**src/logic/dow_pkg.sv**
```systemverilog
package dow_pkg;

   // timing base
   localparam int unsigned CLK_HZ      = 20_000_000;
   localparam int unsigned CLK_NS      = 50;
   localparam int unsigned HWDT_UNIT_NS = 100_000_000;
   localparam int unsigned HWDT_UNIT_CYC = HWDT_UNIT_NS / CLK_NS;
   localparam int unsigned MWDT_NS     = 1_600_000_000;
   localparam int unsigned MWDT_CYC    = MWDT_NS / CLK_NS;
   localparam int unsigned BOOT_CYC    = 4;

   // register byte offsets
   localparam logic [7:0] A_CMD   = 8'h00;
   localparam logic [7:0] A_STAT  = 8'h04;
   localparam logic [7:0] A_IO    = 8'h08;
   localparam logic [7:0] A_LATCH = 8'h0c;
   localparam logic [7:0] A_CFG   = 8'h10;
   localparam logic [7:0] A_VAL   = 8'h14;
   localparam logic [7:0] A_HWDT  = 8'h18;
   localparam logic [7:0] A_IRQ   = 8'h1c;
   localparam logic [7:0] A_MASK  = 8'h20;
   localparam logic [7:0] A_KICK  = 8'h24;
   localparam logic [7:0] A_REPLY = 8'h28;
   localparam logic [7:0] A_ACT   = 8'h2c;

   localparam logic [1:0] RESP_OK  = 2'b00;
   localparam logic [1:0] RESP_ERR = 2'b10;

   // command word fields
   localparam int CMD_ARG = 8;
   localparam int CMD_SEL = 16;
   localparam int CMD_ADR = 24;

   // reply characters and status codes
   localparam logic [7:0] CH_DONE = 8'h3e;
   localparam logic [7:0] CH_ACK  = 8'h21;
   localparam logic [7:0] CH_IGN  = CH_ACK;
   localparam logic [7:0] CH_BAD  = 8'h3f;
   localparam logic [7:0] STS_TMO  = 8'h04;
   localparam logic [7:0] STS_NORM = 8'h00;

   // configuration record {proto, fmt, baud, type, addr}
   localparam int NV_W = 33;
   localparam logic [7:0] FAC_ADDR  = 8'h01;
   localparam logic [7:0] FAC_TYPE  = 8'h40;
   localparam logic [7:0] BAUD_9600 = 8'h06;
   localparam logic [7:0] FAC_FMT   = 8'h00;
   localparam logic       FAC_MODBUS = 1'b1;
   localparam logic [7:0] RECOV_ADDR = 8'h00;
   localparam int FMT_CHK = 6;

   // output group selectors
   localparam logic [7:0] GRP_A = 8'h00;
   localparam logic [7:0] GRP_B = 8'h0a;
   localparam logic [3:0] SGL_A = 4'h1;
   localparam logic [3:0] SGL_B = 4'ha;

   localparam int IRQ_HTO  = 0;
   localparam int IRQ_MWDT = 1;
   localparam int IRQ_LOW  = 2;
   localparam int IRQ_CMD  = 3;
   localparam int IRQ_W    = 4;

   typedef enum logic [3:0] {
      OP_STATUS  = 4'h0,
      OP_CLR_TMO = 4'h1,
      OP_RST_FLG = 4'h2,
      OP_IO      = 4'h3,
      OP_LATCH   = 4'h4,
      OP_OUT_ALL = 4'h5,
      OP_OUT_GRP = 4'h6,
      OP_SET_CFG = 4'h7,
      OP_PROTO   = 4'h8
   } dow_op_t;

   typedef enum logic [1:0] {
      ST_BOOT = 2'b01,
      ST_RUN  = 2'b10
   } dow_state_t;

   // bit-time in clock cycles for a baud code; unknown codes fall back to 9600
   function automatic logic [15:0] dow_baud_div(input logic [7:0] code);
      case (code)
         8'h03:   dow_baud_div = 16'(CLK_HZ / 1200);
         8'h04:   dow_baud_div = 16'(CLK_HZ / 2400);
         8'h05:   dow_baud_div = 16'(CLK_HZ / 4800);
         8'h07:   dow_baud_div = 16'(CLK_HZ / 19200);
         8'h08:   dow_baud_div = 16'(CLK_HZ / 38400);
         8'h09:   dow_baud_div = 16'(CLK_HZ / 57600);
         8'h0a:   dow_baud_div = 16'(CLK_HZ / 115200);
         default: dow_baud_div = 16'(CLK_HZ / 9600);
      endcase
   endfunction

endpackage

```
**src/logic/dow_ctrl.sv**
```systemverilog
`timescale 1ns/1ps
// What this block does
// - sixteen inputs, or eight outputs plus eight inputs
// - eight bit rates chosen by stored code
// - configuration kept in nonvolatile store
// - factory record: Modbus, address 01, type 40, 9600
// - recovery strap forces address 00, 9600, no checksum
// - rate, checksum, protocol changes only in recovery
// - reset drives outputs to 00, boot end then loads power-on value
// - host timeout drives safe value, status 04
// - timeout flag set: output writes ignored, reply '!'
// - timeout flag stored, cleared only by command
// - power-on value only when timeout flag clear
// - flag clear: output write applies, reply '>'
// - module watchdog restarts a halted device
// - reset flag set on reset, cleared by read
// - low pulses latched between two latched reads
// - saved configuration applies after next power-on
module dow_ctrl
   import dow_pkg::*;
#(
   parameter bit          OUT_EN      = 1'b1,
   parameter int unsigned HWDT_UNIT   = HWDT_UNIT_CYC,
   parameter int unsigned MWDT_LEN    = MWDT_CYC,
   parameter logic [7:0]  PON_DEFAULT = 8'h00,
   parameter logic [7:0]  SAFE_DEFAULT = 8'h00
) (
   input  wire logic            mclk,
   input  wire logic            srst,
   input  wire logic            ce,
   input  wire logic [7:0]      s_axi_awaddr,
   input  wire logic            s_axi_awvalid,
   output logic                 s_axi_awready,
   input  wire logic [31:0]     s_axi_wdata,
   input  wire logic [3:0]      s_axi_wstrb,
   input  wire logic            s_axi_wvalid,
   output logic                 s_axi_wready,
   output logic [1:0]           s_axi_bresp,
   output logic                 s_axi_bvalid,
   input  wire logic            s_axi_bready,
   input  wire logic [7:0]      s_axi_araddr,
   input  wire logic            s_axi_arvalid,
   output logic                 s_axi_arready,
   output logic [31:0]          s_axi_rdata,
   output logic [1:0]           s_axi_rresp,
   output logic                 s_axi_rvalid,
   input  wire logic            s_axi_rready,
   input  wire logic [15:0]     din_pin,
   input  wire logic            recover_n_pin,
   output logic [7:0]           dout,
   input  wire logic            nv_valid,
   input  wire logic [NV_W-1:0] nv_rec,
   input  wire logic            nv_tmo,
   output logic                 nv_rec_wr,
   output logic [NV_W-1:0]      nv_rec_wdata,
   output logic                 nv_tmo_wr,
   output logic                 nv_tmo_wdata,
   output logic [7:0]           dev_addr,
   output logic [15:0]          baud_div,
   output logic                 chk_en,
   output logic                 proto_modbus,
   output logic                 recovery,
   output logic                 mwdt_rst,
   output logic                 irq
);

   localparam logic [15:0] IN_MASK = OUT_EN ? 16'h00ff : 16'hffff;

   function automatic logic hit(input logic [7:0] a, input logic [7:0] off);
      hit = (a[7:2] == off[7:2]);
   endfunction

   function automatic logic [31:0] merge(input logic [31:0] old, input logic [31:0] nw,
                                         input logic [3:0] strb);
      for (int i = 0; i < 4; i++) begin
         merge[i*8 +: 8] = strb[i] ? nw[i*8 +: 8] : old[i*8 +: 8];
      end
   endfunction

   // bus slave state
   logic              aw_hold_q, w_hold_q, bvalid_q, rvalid_q;
   logic [7:0]        awaddr_q;
   logic [31:0]       wdata_q, rdata_q;
   logic [3:0]        wstrb_q;
   logic [1:0]        bresp_q, rresp_q;

   // block state
   dow_state_t        st_q;
   logic [2:0]        boot_q;
   logic [15:0]       s1_q, s2_q, s3_q, din_q, latch_q;
   logic              r1_q, r2_q, r3_q, strap_q;
   logic [7:0]        dout_q, pon_q, safe_q, reply_q;
   logic [15:0]       rdat_q, hwdt_int_q, hw_units_q;
   logic [31:0]       hw_tick_q, mw_cnt_q, stage_q;
   logic [NV_W-1:0]   act_q, nvrec_q;
   logic              tmo_q, rst_flag_q, recov_q, mwdt_q, nvw_q, nvt_q;
   logic [IRQ_W-1:0]  irq_stat_q, irq_mask_q;
   logic [7:0]        dev_addr_q;
   logic [15:0]       baud_div_q;
   logic              chk_q, proto_q;

   // bus decode
   wire         wr_go  = aw_hold_q && w_hold_q && !bvalid_q;
   wire         rd_go  = s_axi_arvalid && !rvalid_q;
   wire [31:0]  wword  = merge(32'h0, wdata_q, wstrb_q);
   wire         w_cmd  = wr_go && hit(awaddr_q, A_CMD);
   wire         w_cfg  = wr_go && hit(awaddr_q, A_CFG);
   wire         w_val  = wr_go && hit(awaddr_q, A_VAL);
   wire         w_hwdt = wr_go && hit(awaddr_q, A_HWDT);
   wire         w_mask = wr_go && hit(awaddr_q, A_MASK);
   wire         w_kick = wr_go && hit(awaddr_q, A_KICK);
   wire         w_map  = w_cmd || w_cfg || w_val || w_hwdt || w_mask || w_kick;
   wire [7:0]   ra     = s_axi_araddr;
   wire         r_irq  = rd_go && hit(ra, A_IRQ);
   wire         running = (st_q == ST_RUN);

   // command decode
   wire [3:0]   op      = wword[3:0];
   wire [7:0]   arg     = wword[CMD_ARG +: 8];
   wire [7:0]   sel     = wword[CMD_SEL +: 8];
   wire         cmd_go  = w_cmd && running && (wword[CMD_ADR +: 8] == dev_addr_q);
   wire [15:0]  io_word = {OUT_EN ? dout_q : din_q[15:8], din_q[7:0]};
   wire [15:0]  lt_word = {OUT_EN ? 8'h00 : latch_q[15:8], latch_q[7:0]};
   wire         grp_all = (sel == GRP_A) || (sel == GRP_B);
   wire         grp_one = ((sel[7:4] == SGL_A) || (sel[7:4] == SGL_B)) && !sel[3] && (arg[7:1] == 7'h0);
   wire         new_rate = (stage_q[23:16] != act_q[23:16]);
   wire         new_chk  = (stage_q[24 + FMT_CHK] != act_q[24 + FMT_CHK]);

   logic [7:0]  rep_ch;
   logic [15:0] rep_dat;
   logic        set_out, clr_tmo, clr_rst, rd_latch, rec_go;
   logic [7:0]  out_val;
   logic [NV_W-1:0] rec_val;

   always_comb begin
      rep_ch   = CH_BAD;
      rep_dat  = 16'h0;
      set_out  = 1'b0;
      out_val  = dout_q;
      clr_tmo  = 1'b0;
      clr_rst  = 1'b0;
      rd_latch = 1'b0;
      rec_go   = 1'b0;
      rec_val  = nvrec_q;
      case (op)
         OP_STATUS: begin
            rep_ch  = CH_ACK;
            rep_dat = {8'h00, tmo_q ? STS_TMO : STS_NORM};
         end
         OP_CLR_TMO: begin
            rep_ch  = CH_ACK;
            clr_tmo = 1'b1;
         end
         OP_RST_FLG: begin
            rep_ch  = CH_ACK;
            rep_dat = {15'h0, rst_flag_q};
            clr_rst = 1'b1;
         end
         OP_IO: begin
            rep_ch  = CH_ACK;
            rep_dat = io_word;
         end
         OP_LATCH: begin
            rep_ch   = CH_ACK;
            rep_dat  = lt_word;
            rd_latch = 1'b1;
         end
         OP_OUT_ALL: begin
            if (OUT_EN && tmo_q) begin
               rep_ch = CH_IGN;
            end else if (OUT_EN) begin
               rep_ch  = CH_DONE;
               set_out = 1'b1;
               out_val = arg;
            end
         end
         OP_OUT_GRP: begin
            if (OUT_EN && tmo_q) begin
               rep_ch = CH_IGN;
            end else if (OUT_EN && grp_all) begin
               rep_ch  = CH_DONE;
               set_out = 1'b1;
               out_val = arg;
            end else if (OUT_EN && grp_one) begin
               rep_ch  = CH_DONE;
               set_out = 1'b1;
               out_val[sel[2:0]] = arg[0];
            end
         end
         OP_SET_CFG: begin
            // a changed rate or checksum needs the strap
            if (stage_q[15:8] == FAC_TYPE && (recov_q || !(new_rate || new_chk))) begin
               rep_ch  = CH_ACK;
               rec_go  = 1'b1;
               rec_val = {nvrec_q[NV_W-1], stage_q[31:16], FAC_TYPE, stage_q[7:0]};
            end
         end
         OP_PROTO: begin
            if (recov_q) begin
               rep_ch  = CH_ACK;
               rec_go  = 1'b1;
               rec_val = {arg[0], nvrec_q[31:0]};
            end
         end
         default: ;
      endcase
   end

   // host watchdog; interval in 0.1 s units, zero disables
   wire hw_on   = running && !tmo_q && (hwdt_int_q != 16'h0);
   wire hw_tick = (hw_tick_q == 32'(HWDT_UNIT - 1));
   wire hto_ev  = hw_on && hw_tick && (hw_units_q == hwdt_int_q - 16'h1);
   wire mw_exp  = running && (mw_cnt_q == 32'(MWDT_LEN - 1));
   wire boot_end = (st_q == ST_BOOT) && (boot_q == 3'(BOOT_CYC - 1));
   wire [NV_W-1:0] boot_rec = nv_valid ? nv_rec : {FAC_MODBUS, FAC_FMT, BAUD_9600, FAC_TYPE, FAC_ADDR};
   wire [15:0] din_chg = s2_q ^ s3_q;
   wire [IRQ_W-1:0] irq_ev;
   assign irq_ev[IRQ_HTO]  = hto_ev;
   assign irq_ev[IRQ_MWDT] = mw_exp;
   assign irq_ev[IRQ_LOW]  = |(~din_q & ~latch_q & IN_MASK);
   assign irq_ev[IRQ_CMD]  = cmd_go;

   // AXI4-Lite slave
   always_ff @(posedge mclk) begin
      if (srst) begin
         aw_hold_q <= 1'b0;
         w_hold_q  <= 1'b0;
         bvalid_q  <= 1'b0;
         rvalid_q  <= 1'b0;
         awaddr_q  <= 8'h00;
         wdata_q   <= 32'h0;
         wstrb_q   <= 4'h0;
         bresp_q   <= RESP_OK;
         rresp_q   <= RESP_OK;
         rdata_q   <= 32'h0;
      end else if (ce) begin
         if (s_axi_awvalid && s_axi_awready) begin
            aw_hold_q <= 1'b1;
            awaddr_q  <= s_axi_awaddr;
         end
         if (s_axi_wvalid && s_axi_wready) begin
            w_hold_q <= 1'b1;
            wdata_q  <= s_axi_wdata;
            wstrb_q  <= s_axi_wstrb;
         end
         if (wr_go) begin
            aw_hold_q <= 1'b0;
            w_hold_q  <= 1'b0;
            bvalid_q  <= 1'b1;
            bresp_q   <= w_map ? RESP_OK : RESP_ERR;
         end else if (s_axi_bready) begin
            bvalid_q <= 1'b0;
         end
         if (rd_go) begin
            rvalid_q <= 1'b1;
            rresp_q  <= RESP_OK;
            if (hit(ra, A_STAT)) begin
               rdata_q <= {21'h0, recov_q, rst_flag_q, tmo_q, tmo_q ? STS_TMO : STS_NORM};
            end else if (hit(ra, A_IO)) begin
               rdata_q <= {8'h00, dout_q, din_q};
            end else if (hit(ra, A_LATCH)) begin
               rdata_q <= {16'h0, latch_q};
            end else if (hit(ra, A_CFG)) begin
               rdata_q <= stage_q;
            end else if (hit(ra, A_VAL)) begin
               rdata_q <= {16'h0, safe_q, pon_q};
            end else if (hit(ra, A_HWDT)) begin
               rdata_q <= {16'h0, hwdt_int_q};
            end else if (hit(ra, A_IRQ)) begin
               rdata_q <= {28'h0, irq_stat_q};
            end else if (hit(ra, A_MASK)) begin
               rdata_q <= {28'h0, irq_mask_q};
            end else if (hit(ra, A_REPLY)) begin
               rdata_q <= {8'h00, rdat_q, reply_q};
            end else if (hit(ra, A_ACT)) begin
               rdata_q <= act_q[31:0];
            end else if (hit(ra, A_CMD) || hit(ra, A_KICK)) begin
               rdata_q <= 32'h0;
            end else begin
               rdata_q <= 32'h0;
               rresp_q <= RESP_ERR;
            end
         end else if (s_axi_rready) begin
            rvalid_q <= 1'b0;
         end
      end
   end

   // pin stages keep sampling through srst, so a strap held across reset is seen by boot end
   always_ff @(posedge mclk) begin
      if (ce) begin
         s1_q <= din_pin;
         s2_q <= s1_q;
         s3_q <= s2_q;
         r1_q <= recover_n_pin;
         r2_q <= r1_q;
         r3_q <= r2_q;
      end
   end

   // inputs: a bit moves once the second and third stages agree
   always_ff @(posedge mclk) begin
      if (srst) begin
         din_q   <= 16'hffff;
         strap_q <= 1'b1;
      end else if (ce) begin
         din_q   <= (s2_q & ~din_chg) | (din_q & din_chg);
         strap_q <= (r2_q == r3_q) ? r2_q : strap_q;
      end
   end

   // boot sequence; a module-watchdog expiry replays it without a bus reset
   always_ff @(posedge mclk) begin
      if (srst) begin
         st_q   <= ST_BOOT;
         boot_q <= 3'h0;
      end else if (ce) begin
         case (st_q)
            ST_BOOT: begin
               boot_q <= boot_q + 3'h1;
               if (boot_end) begin
                  st_q <= ST_RUN;
               end
            end
            ST_RUN: begin
               if (mw_exp) begin
                  st_q   <= ST_BOOT;
                  boot_q <= 3'h0;
               end
            end
            default: st_q <= ST_BOOT;
         endcase
      end
   end

   // configuration is sampled only at boot end, so a saved record waits for the next boot
   always_ff @(posedge mclk) begin
      if (srst) begin
         act_q      <= '0;
         nvrec_q    <= '0;
         recov_q    <= 1'b0;
         dev_addr_q <= RECOV_ADDR;
         baud_div_q <= dow_baud_div(BAUD_9600);
         chk_q      <= 1'b0;
         proto_q    <= FAC_MODBUS;
         nvw_q      <= 1'b0;
      end else if (ce) begin
         nvw_q <= cmd_go && rec_go;
         if (boot_end) begin
            act_q   <= boot_rec;
            nvrec_q <= boot_rec;
            recov_q <= !strap_q;
            if (!strap_q) begin
               dev_addr_q <= RECOV_ADDR;
               baud_div_q <= dow_baud_div(BAUD_9600);
               chk_q      <= 1'b0;
            end else begin
               dev_addr_q <= boot_rec[7:0];
               baud_div_q <= dow_baud_div(boot_rec[23:16]);
               chk_q      <= boot_rec[24 + FMT_CHK];
            end
            proto_q <= boot_rec[NV_W-1];
         end else if (cmd_go && rec_go) begin
            nvrec_q <= rec_val;
         end
      end
   end

   // outputs, flags and replies
   always_ff @(posedge mclk) begin
      if (srst) begin
         dout_q     <= 8'h00;
         tmo_q      <= 1'b0;
         rst_flag_q <= 1'b0;
         nvt_q      <= 1'b0;
         reply_q    <= 8'h00;
         rdat_q     <= 16'h0;
         latch_q    <= 16'h0;
      end else if (ce) begin
         nvt_q <= hto_ev || (cmd_go && clr_tmo);
         if (boot_end) begin
            tmo_q      <= nv_tmo;
            dout_q     <= OUT_EN ? (nv_tmo ? safe_q : pon_q) : 8'h00;
            rst_flag_q <= 1'b1;
         end else begin
            tmo_q      <= hto_ev || (tmo_q && !(cmd_go && clr_tmo));
            rst_flag_q <= rst_flag_q && !(cmd_go && clr_rst);
            if (hto_ev && OUT_EN) begin
               dout_q <= safe_q;
            end else if (cmd_go && set_out) begin
               dout_q <= out_val;
            end
         end
         // a new low wins over the clearing read
         latch_q <= ((cmd_go && rd_latch) ? 16'h0 : latch_q) | (~din_q & IN_MASK);
         if (cmd_go) begin
            reply_q <= rep_ch;
            rdat_q  <= rep_dat;
         end
      end
   end

   // software registers and watchdog counters
   always_ff @(posedge mclk) begin
      if (srst) begin
         stage_q    <= {FAC_FMT, BAUD_9600, FAC_TYPE, FAC_ADDR};
         pon_q      <= PON_DEFAULT;
         safe_q     <= SAFE_DEFAULT;
         hwdt_int_q <= 16'h0;
         irq_mask_q <= '0;
         irq_stat_q <= '0;
         hw_tick_q  <= 32'h0;
         hw_units_q <= 16'h0;
         mw_cnt_q   <= 32'h0;
         mwdt_q     <= 1'b0;
      end else if (ce) begin
         if (w_cfg) stage_q <= merge(stage_q, wdata_q, wstrb_q);
         if (w_val) {safe_q, pon_q} <= 16'(merge({16'h0, safe_q, pon_q}, wdata_q, wstrb_q));
         if (w_hwdt) hwdt_int_q <= 16'(merge({16'h0, hwdt_int_q}, wdata_q, wstrb_q));
         if (w_mask) irq_mask_q <= IRQ_W'(merge(32'(irq_mask_q), wdata_q, wstrb_q));
         irq_stat_q <= irq_ev | (r_irq ? '0 : irq_stat_q);
         if (!hw_on || cmd_go || hto_ev) begin
            hw_tick_q  <= 32'h0;
            hw_units_q <= 16'h0;
         end else if (hw_tick) begin
            hw_tick_q  <= 32'h0;
            hw_units_q <= hw_units_q + 16'h1;
         end else begin
            hw_tick_q <= hw_tick_q + 32'h1;
         end
         mw_cnt_q <= (!running || w_kick || mw_exp) ? 32'h0 : mw_cnt_q + 32'h1;
         mwdt_q   <= mw_exp;
      end
   end

   assign s_axi_awready = !aw_hold_q && !bvalid_q;
   assign s_axi_wready  = !w_hold_q && !bvalid_q;
   assign s_axi_bvalid  = bvalid_q;
   assign s_axi_bresp   = bresp_q;
   assign s_axi_arready = !rvalid_q;
   assign s_axi_rvalid  = rvalid_q;
   assign s_axi_rdata   = rdata_q;
   assign s_axi_rresp   = rresp_q;
   assign dout          = dout_q;
   assign nv_rec_wr     = nvw_q;
   assign nv_rec_wdata  = nvrec_q;
   assign nv_tmo_wr     = nvt_q;
   assign nv_tmo_wdata  = tmo_q;
   assign dev_addr      = dev_addr_q;
   assign baud_div      = baud_div_q;
   assign chk_en        = chk_q;
   assign proto_modbus  = proto_q;
   assign recovery      = recov_q;
   assign mwdt_rst      = mwdt_q;
   assign irq           = |(irq_stat_q & irq_mask_q);

endmodule

```
**config.mk**
```make
export PLATFORM = sky130hd
export DESIGN_NAME = dow_ctrl
export DESIGN_NICKNAME = d
export VERILOG_FILES = /design/src/logic/dow_pkg.sv /design/src/logic/dow_ctrl.sv
export SDC_FILE = /design/constraint.sdc
export NUM_CORES = 1
export LEC_CHECK = 0
export BUFFER_PORTS_ARGS = -buffer_cell sky130_fd_sc_hd__clkbuf_2
export CORE_MARGIN = 2
export CORE_UTILIZATION = 50
export CTS_CLUSTER_DIAMETER = 40
export DETAILED_ROUTE_END_ITERATION = 6
export HOLD_SLACK_MARGIN = 0.06
export PLACE_DENSITY = 0.7
export SYNTH_ARGS = -nofsm -noshare
export SYNTH_HDL_FRONTEND = slang
export SYNTH_SLANG_ARGS = --single-unit
```
**constraint.sdc**
```tcl
create_clock -name mclk -period 6 [get_ports mclk]
set_input_delay 1.2 -clock mclk [delete_from_list [all_inputs] [get_ports mclk]]
set_output_delay 1.2 -clock mclk [all_outputs]
set_load 0.03 [all_outputs]
```
==> impl_metrics.ini, run 1 <==
[outcome]
status = finished, final reports clean

[synth]
avgSynthCellArea_um2 = 8.76
synth_edf_count = 51
ys_seq_elements = 436
ys.warnings.count = 0
ys_top_cells_by_area = dfxtp_1 39%, edfxtp_1 7.8%, nor2_1 6.1%
synth-main-ff-cell = dfxtp_1
yosysTopAreaCell = dfxtp_1
synth_cell_types = 81
synth-seq-area-share = 0.472
yosys.area.top_type_share = 0.394
syn_inst = 2236
netlist_area_mm2 = 0.0196
postSynth.asyncResetShare = 0

[floorplanning]
ios = 226
rows = 72
start_util = 0.507
die_h_um = 202
dieArea_mm2 = 0.0408
core_area_mm2 = 0.0386
fp.dieW_um = 202

[clock_tree]
cts_num_sinks = 436
cts_max_level = 2
postCtsSetupBuffers = 0
cts_buffers = 61
cts_tree = built
cts-resized-gates = 0
cts-root-buf = clkbuf_16
insertion_delay_ps = 630
cts_buffer_depth = 3
clk_pin_slew_ps = 60
holdBufCountCts = 0

[power_and_ir_drop]
power_mw = 7.10
powerDensity_mw_per_mm2 = 308
internal-power_mw = 5.31
ir_drop_v = 0.000333
switchingPower_mw = 1.79
p_leak_nw = 8.91
swShare = 0.252
p_clk_frac = 0.515
p_comb_frac = 0.049
p_seq_frac = 0.436

[setup_path]
worstPathArrival_ps = 4160
r2r-start = hw_tick_q[0]$_SDFFE_PP0P_
crit_chain = ha_1 > nor4bb_1 > nand4_1 > nor4_1 > nand4b_1 > nor4_2 > and2_1 > o21ai_0 > a32o_1
startpoint = hw_tick_q[0]$_SDFFE_PP0P_
reg2reg_setup_slack_ps = 2350
r2r_cells = 9
reg2reg_to = dout[0]$_SDFFE_PP0P_
slowest_stage = and2_1
crit_fanout = 18
path_class = reg2reg
critical-path-max-stage-delay_ps = 830
worst_setup_path_start_kind = flop
cp_data_required_time_ps = 6510
path_delay_family = simple AND/OR/NAND/NOR gates
path_buf_inv = 0
end_kind = flop

[detailed_routing]
drt_iter0_markers = 1691
dr.pass1.iters = 5
drc_errors = 0
vias = 17700
avgRoutedWirePerCell_um = 20.1
via_per_inst = 5.96
drt_wl_total_mm = 59.6
ant_nets = 0

[global_route]
grt_overflow = 0
grtUsageTotal = 0.284
grt_max_degree = 115
grt_pass1_vias = 16800
antenna_found_initial = 1
grt_first_pass_wirelength_mm = 92.5

[sta]
fin_worst_skew_ps = 20.5
slew_headroom = 0.243
worstMarginPinSlew_ps = 1130
setup_violations = 0
max_freq_mhz = 274
hold_viol = 0
slew_violations = 0
rsz0062_at_grt = no
finalCriticalPeriod_ps = 3650
finalSetupTns_ps = 0
whs_ps = 418
period_share = 0.608
fin_ws_ps = 2350

[placed_design]
place_hpwl_mm = 41.7
preCtsSetupSlack_ps = 2340
gp_congestion = 0.960
dpl_cell_area_mm2 = 0.0210
port_buffers = 218
dpl.cell_count = 2854

[finish]
instances_no_fill = 2970
antenna_cells = 0
drive_gt1_frac = 0.159
final_core_util = 0.597
nets = 2518
n_fill_cell = 3402
syn_to_final_growth_pct = 17.7
postLayoutCellArea_mm2 = 0.0231

[flow_run]
drv_cap = 0

[worst_hold_path]
hold_path_depth = 0
min_path_type = reg2reg
hold_end = s2_q[15]$_DFFE_PP_
hold_path_startpoint = s1_q[15]$_DFFE_PP_
-- logic make-up (layout without fill, tap and decap cells) --
| kind of cell | after synthesis | count (layout) | synth area share |
|---|---|---|---|
| muxes | 115 | 115 | 0.0593 |
| other | 1 | 3 | 0.000191 |
| and+or+nand+nor | 893 | 893 | 0.213 |
| buffers and inverters | 166 | 380 | 0.0338 |
| adders and majority gates | 7 | 7 | 0.00447 |
| AOI/OAI and AO/OA | 520 | 520 | 0.174 |
| xor gates and xnor gates | 98 | 98 | 0.0438 |
| DFF | 436 | 436 | 0.472 |
-- area by class of cell --
cell class	instances	area [um^2]	share of cell area
Clock buffer	67	1590	0.0690
Clock inverter	49	509	0.0221
Inverter	23	86.3	0.00374
Multi-Input combinational cell	1636	9710	0.421
Sequential cell	436	9240	0.401
Tap cell	518	648	0.0281
Timing Repair Buffer	241	1270	0.0553
-- power by group through the flow --
stage               clock [mW]  combinational [mW]  sequential (mW)
floorplan                    0               0.209             3.14
global placement             0               0.336             3.15
detailed placement           0               0.342             3.16
CTS                       3.68               0.344             3.09
global route              3.82               0.378             3.10
finish                    3.65               0.347             3.10
-- layout by cell type (no fill, tap or decap), drive strengths merged, types with 7 or more instances in the layout --
cell type / instances
o21ai: 89
a222oi: 8
nand4: 28
a2bb2oi: 10
mux2i: 107
a32oi: 26
a211oi: 20
xor2: 63
nor3: 52
mux2: 8
o211ai: 7
clkbuf: 284
clkinvlp: 10
a22o: 13
nor2b: 22
o41ai: 7
and3: 36
nor3b: 8
nor4: 23
nand2b: 28
xnor2: 35
a31oi: 16
ha: 7
inv: 38
and4: 8
a221oi: 30
and2: 9
edfxtp: 51
nand3: 67
nor4b: 11
o22ai: 16
nand2: 255
nor2: 320
dfxtp: 385
a21oi: 187
buf: 24
a22oi: 38
o31ai: 9
clkinv: 19
-- routing by layer --
layer,global-route usage,share of wire
met4,0.0953,0.030
met2,0.460,0.46
met1,0.376,0.42
met5,0,0.00022
met3,0.0637,0.087
-- synthesized netlist by cell type, drive strengths merged, types with 38 or more instances --
cell,number
dfxtp,385
nor2,320
nand2,255
a21oi,187
clkbuf,128
mux2i,107
o21ai,89
nand3,67
xor2,63
nor3,52
edfxtp,51
a22oi,38
-- worst max-delay path by stage --
stage | end | slack [ps] | cells after the start
after floorplan | s_axi_rdata[16]$_SDFFE_PP0P_ | 2940 | 8
after global placement | s_axi_rdata[0]$_SDFFE_PP0P_ | 2360 | 9
after detailed placement | s_axi_rdata[0]$_SDFFE_PP0P_ | 2340 | 9
after CTS | dout[0]$_SDFFE_PP0P_ | 2400 | 9
after global routing | dout[1]$_SDFFE_PP0P_ | 2000 | 9
final | dout[0]$_SDFFE_PP0P_ | 2350 | 9
-- sequential cells by signal, summed over array words and instances (netlist names), 32 cells and up, named ones only --
name	cells
act_q	32
hw_tick_q	32
mw_cnt_q	32
nv_rec_wdata	33
s_axi_rdata	32
stage_q	32
wdata_q	32
Power figures use the tool's default switching activity.
==> run 2: changes to the inputs <==
--- a/config.mk
+++ b/config.mk
@@ -11,7 +11,7 @@
 export CTS_CLUSTER_DIAMETER = 40
 export DETAILED_ROUTE_END_ITERATION = 6
 export HOLD_SLACK_MARGIN = 0.06
-export PLACE_DENSITY = 0.7
+export PLACE_DENSITY = 0.73
 export SYNTH_ARGS = -nofsm -noshare
 export SYNTH_HDL_FRONTEND = slang
 export SYNTH_SLANG_ARGS = --single-unit
==> constraint.sdc (replaced) <==
create_clock -name mclk -period 3.2 [get_ports mclk]
set_input_delay 0.64 -clock mclk [delete_from_list [all_inputs] [get_ports mclk]]
set_output_delay 0.64 -clock mclk [all_outputs]
set_load 0.03 [all_outputs]
==> run 2 against run 1 <==
Compared with the run above:
- via count grew 2.3%
- worst setup slack worse by 2200 ps
- non-clock buffer count is 54 higher
- cell area up 2.0%
- largest cell class unchanged
- largest power group unchanged
- global-route usage is 1.5 points higher
- critical path depth decreased by 1
- final cell count up 1.6%
==> impl_metrics.ini, run 2 (same netlist as run 1, synthesis figures left out) <==
[outcome]
status = finished, final reports clean

[power_and_ir_drop]
ir_drop_v = 0.000593
p_clk_frac = 0.515
p_comb_frac = 0.052
power_mw = 13.4
p_leak_nw = 9.25
p_seq_frac = 0.432
powerDensity_mw_per_mm2 = 570
swShare = 0.242
internal-power_mw = 10.2
switchingPower_mw = 3.24

[setup_path]
worst_setup_path_start_kind = flop
worstPathArrival_ps = 3550
path_class = reg2reg
crit_fanout = 8
reg2reg_setup_slack_ps = 190
cp_data_required_time_ps = 3740
end_kind = flop

[finish]
final_cell_mix = 385 x dfxtp_1, 318 x nor2_1, 254 x nand2_1
layout_commonest_cell = dfxtp_1
drive_gt1_frac = 0.175
syn_to_final_growth_pct = 20.1
largest_reg_flops = 33
postLayoutCellArea_mm2 = 0.0235
final_core_util = 0.609
antenna_cells = 0
instances_no_fill = 3019
nets = 2571

[sta]
fin_worst_skew_ps = 29.6
fin_ws_ps = 191
worstMarginPinSlew_ps = 860
max_freq_mhz = 332
setup_violations = 0
rsz0062_at_grt = no
slew_violations = 0
finalCriticalPeriod_ps = 3010
hold_viol = 0
finalSetupTns_ps = 0
period_share = 0.940
slew_headroom = 0.427
whs_ps = 198

[detailed_routing]
dr.pass1.iters = 6
drc_errors = 0
drt_wl_total_mm = 62.5
avgRoutedWirePerCell_um = 20.7
ant_nets = 0
vias = 18100
via_per_inst = 6.00
drt_iter0_markers = 1697

[floorplanning]
dieArea_mm2 = 0.0408
ios = 226
fp.dieW_um = 202
core_area_mm2 = 0.0386
start_util = 0.507
rows = 72
die_h_um = 202

[global_route]
grt_max_degree = 117
antenna_found_initial = 0
grt_first_pass_wirelength_mm = 96.8
grtUsageTotal = 0.300
grt_overflow = 0
grt_pass1_vias = 17300

[placed_design]
place_hpwl_mm = 44.6
preCtsSetupSlack_ps = 249
dpl_cell_area_mm2 = 0.0214
gp_congestion = 0.946
dpl.cell_count = 2908
port_buffers = 218

[clock_tree]
clk_pin_slew_ps = 60
insertion_delay_ps = 620
cts_buffers = 60
postCtsSetupBuffers = 0
cts-root-buf = clkbuf_16
cts_num_sinks = 436
cts-resized-gates = 0
cts_buffer_depth = 3
cts_tree = built
holdBufCountCts = 0
cts_max_level = 2

[flow_run]
drv_cap = 0

[worst_hold_path]
min_path_type = in2reg
run 2: cell types whose count changed in the layout (fill, tap and decap cells not counted):
cell,change
clkbuf_1,+4
inv_16,-1
clkinv_1,-4
clkinv_8,+3
clkinv_2,+6
inv_1,+1
clkinv_4,-4
clkinvlp_4,-9
buf_4,+50
clkbuf_16,+1
inv_6,-7
buf_12,+4
bufinv_16,+1
clkbuf_8,+4
run 2: power by group through the flow:
stage	Sequential [mW]	Clock, mW	Combinational (mW)
finish	5.79	6.90	0.699
global placement	5.90	0	0.672
global route	5.80	7.20	0.756
CTS	5.79	6.97	0.691
floorplan	5.89	0	0.392
detailed placement	5.90	0	0.687
run 2: routing by layer:
layer / vias to the layer above / routed length, um / track usage
met3: 138 / 5180 / 0.0580
met2: 788 / 28700 / 0.480
met4: 0 / 2150 / 0.113
li1: 8469 / - / -
met1: 8719 / 26400 / 0.401
met5: - / 0 / 0
run 2: worst max-delay path: stages, from the launching register on:
cell     delay [ps]
dfxtp_1         360
nor3_1          470
nand4_2         200
or2_2           310
a31oi_1         370
a21oi_2         100
a21oi_1         570
and3_1          390
a22o_1          170
run 2: area by class of cell:
| cell class | count | area [um^2] |
|---|---|---|
| Clock buffer | 76 | 1690 |
| Clock inverter | 35 | 423 |
| Fill cell | 3340 | 15100 |
| Inverter | 23 | 86.3 |
| Multi-Input combinational cell | 1636 | 9710 |
| Sequential cell | 436 | 9240 |
| Tap cell | 518 | 648 |
| Timing Repair Buffer | 295 | 1730 |
run 2: final timing paths:
kind	startpoint	to	cells after the start
worst max-delay path	hwdt_int_q[1]$_SDFFE_PP0P_	hw_units_q[3]$_SDFFE_PP0P_	8
worst min-delay path	din_pin[0]	s1_q[0]$_DFFE_PP_	1
worst max register to register	hwdt_int_q[1]$_SDFFE_PP0P_	hw_units_q[3]$_SDFFE_PP0P_	8
worst min register to register	s1_q[11]$_DFFE_PP_	s2_q[11]$_DFFE_PP_	0
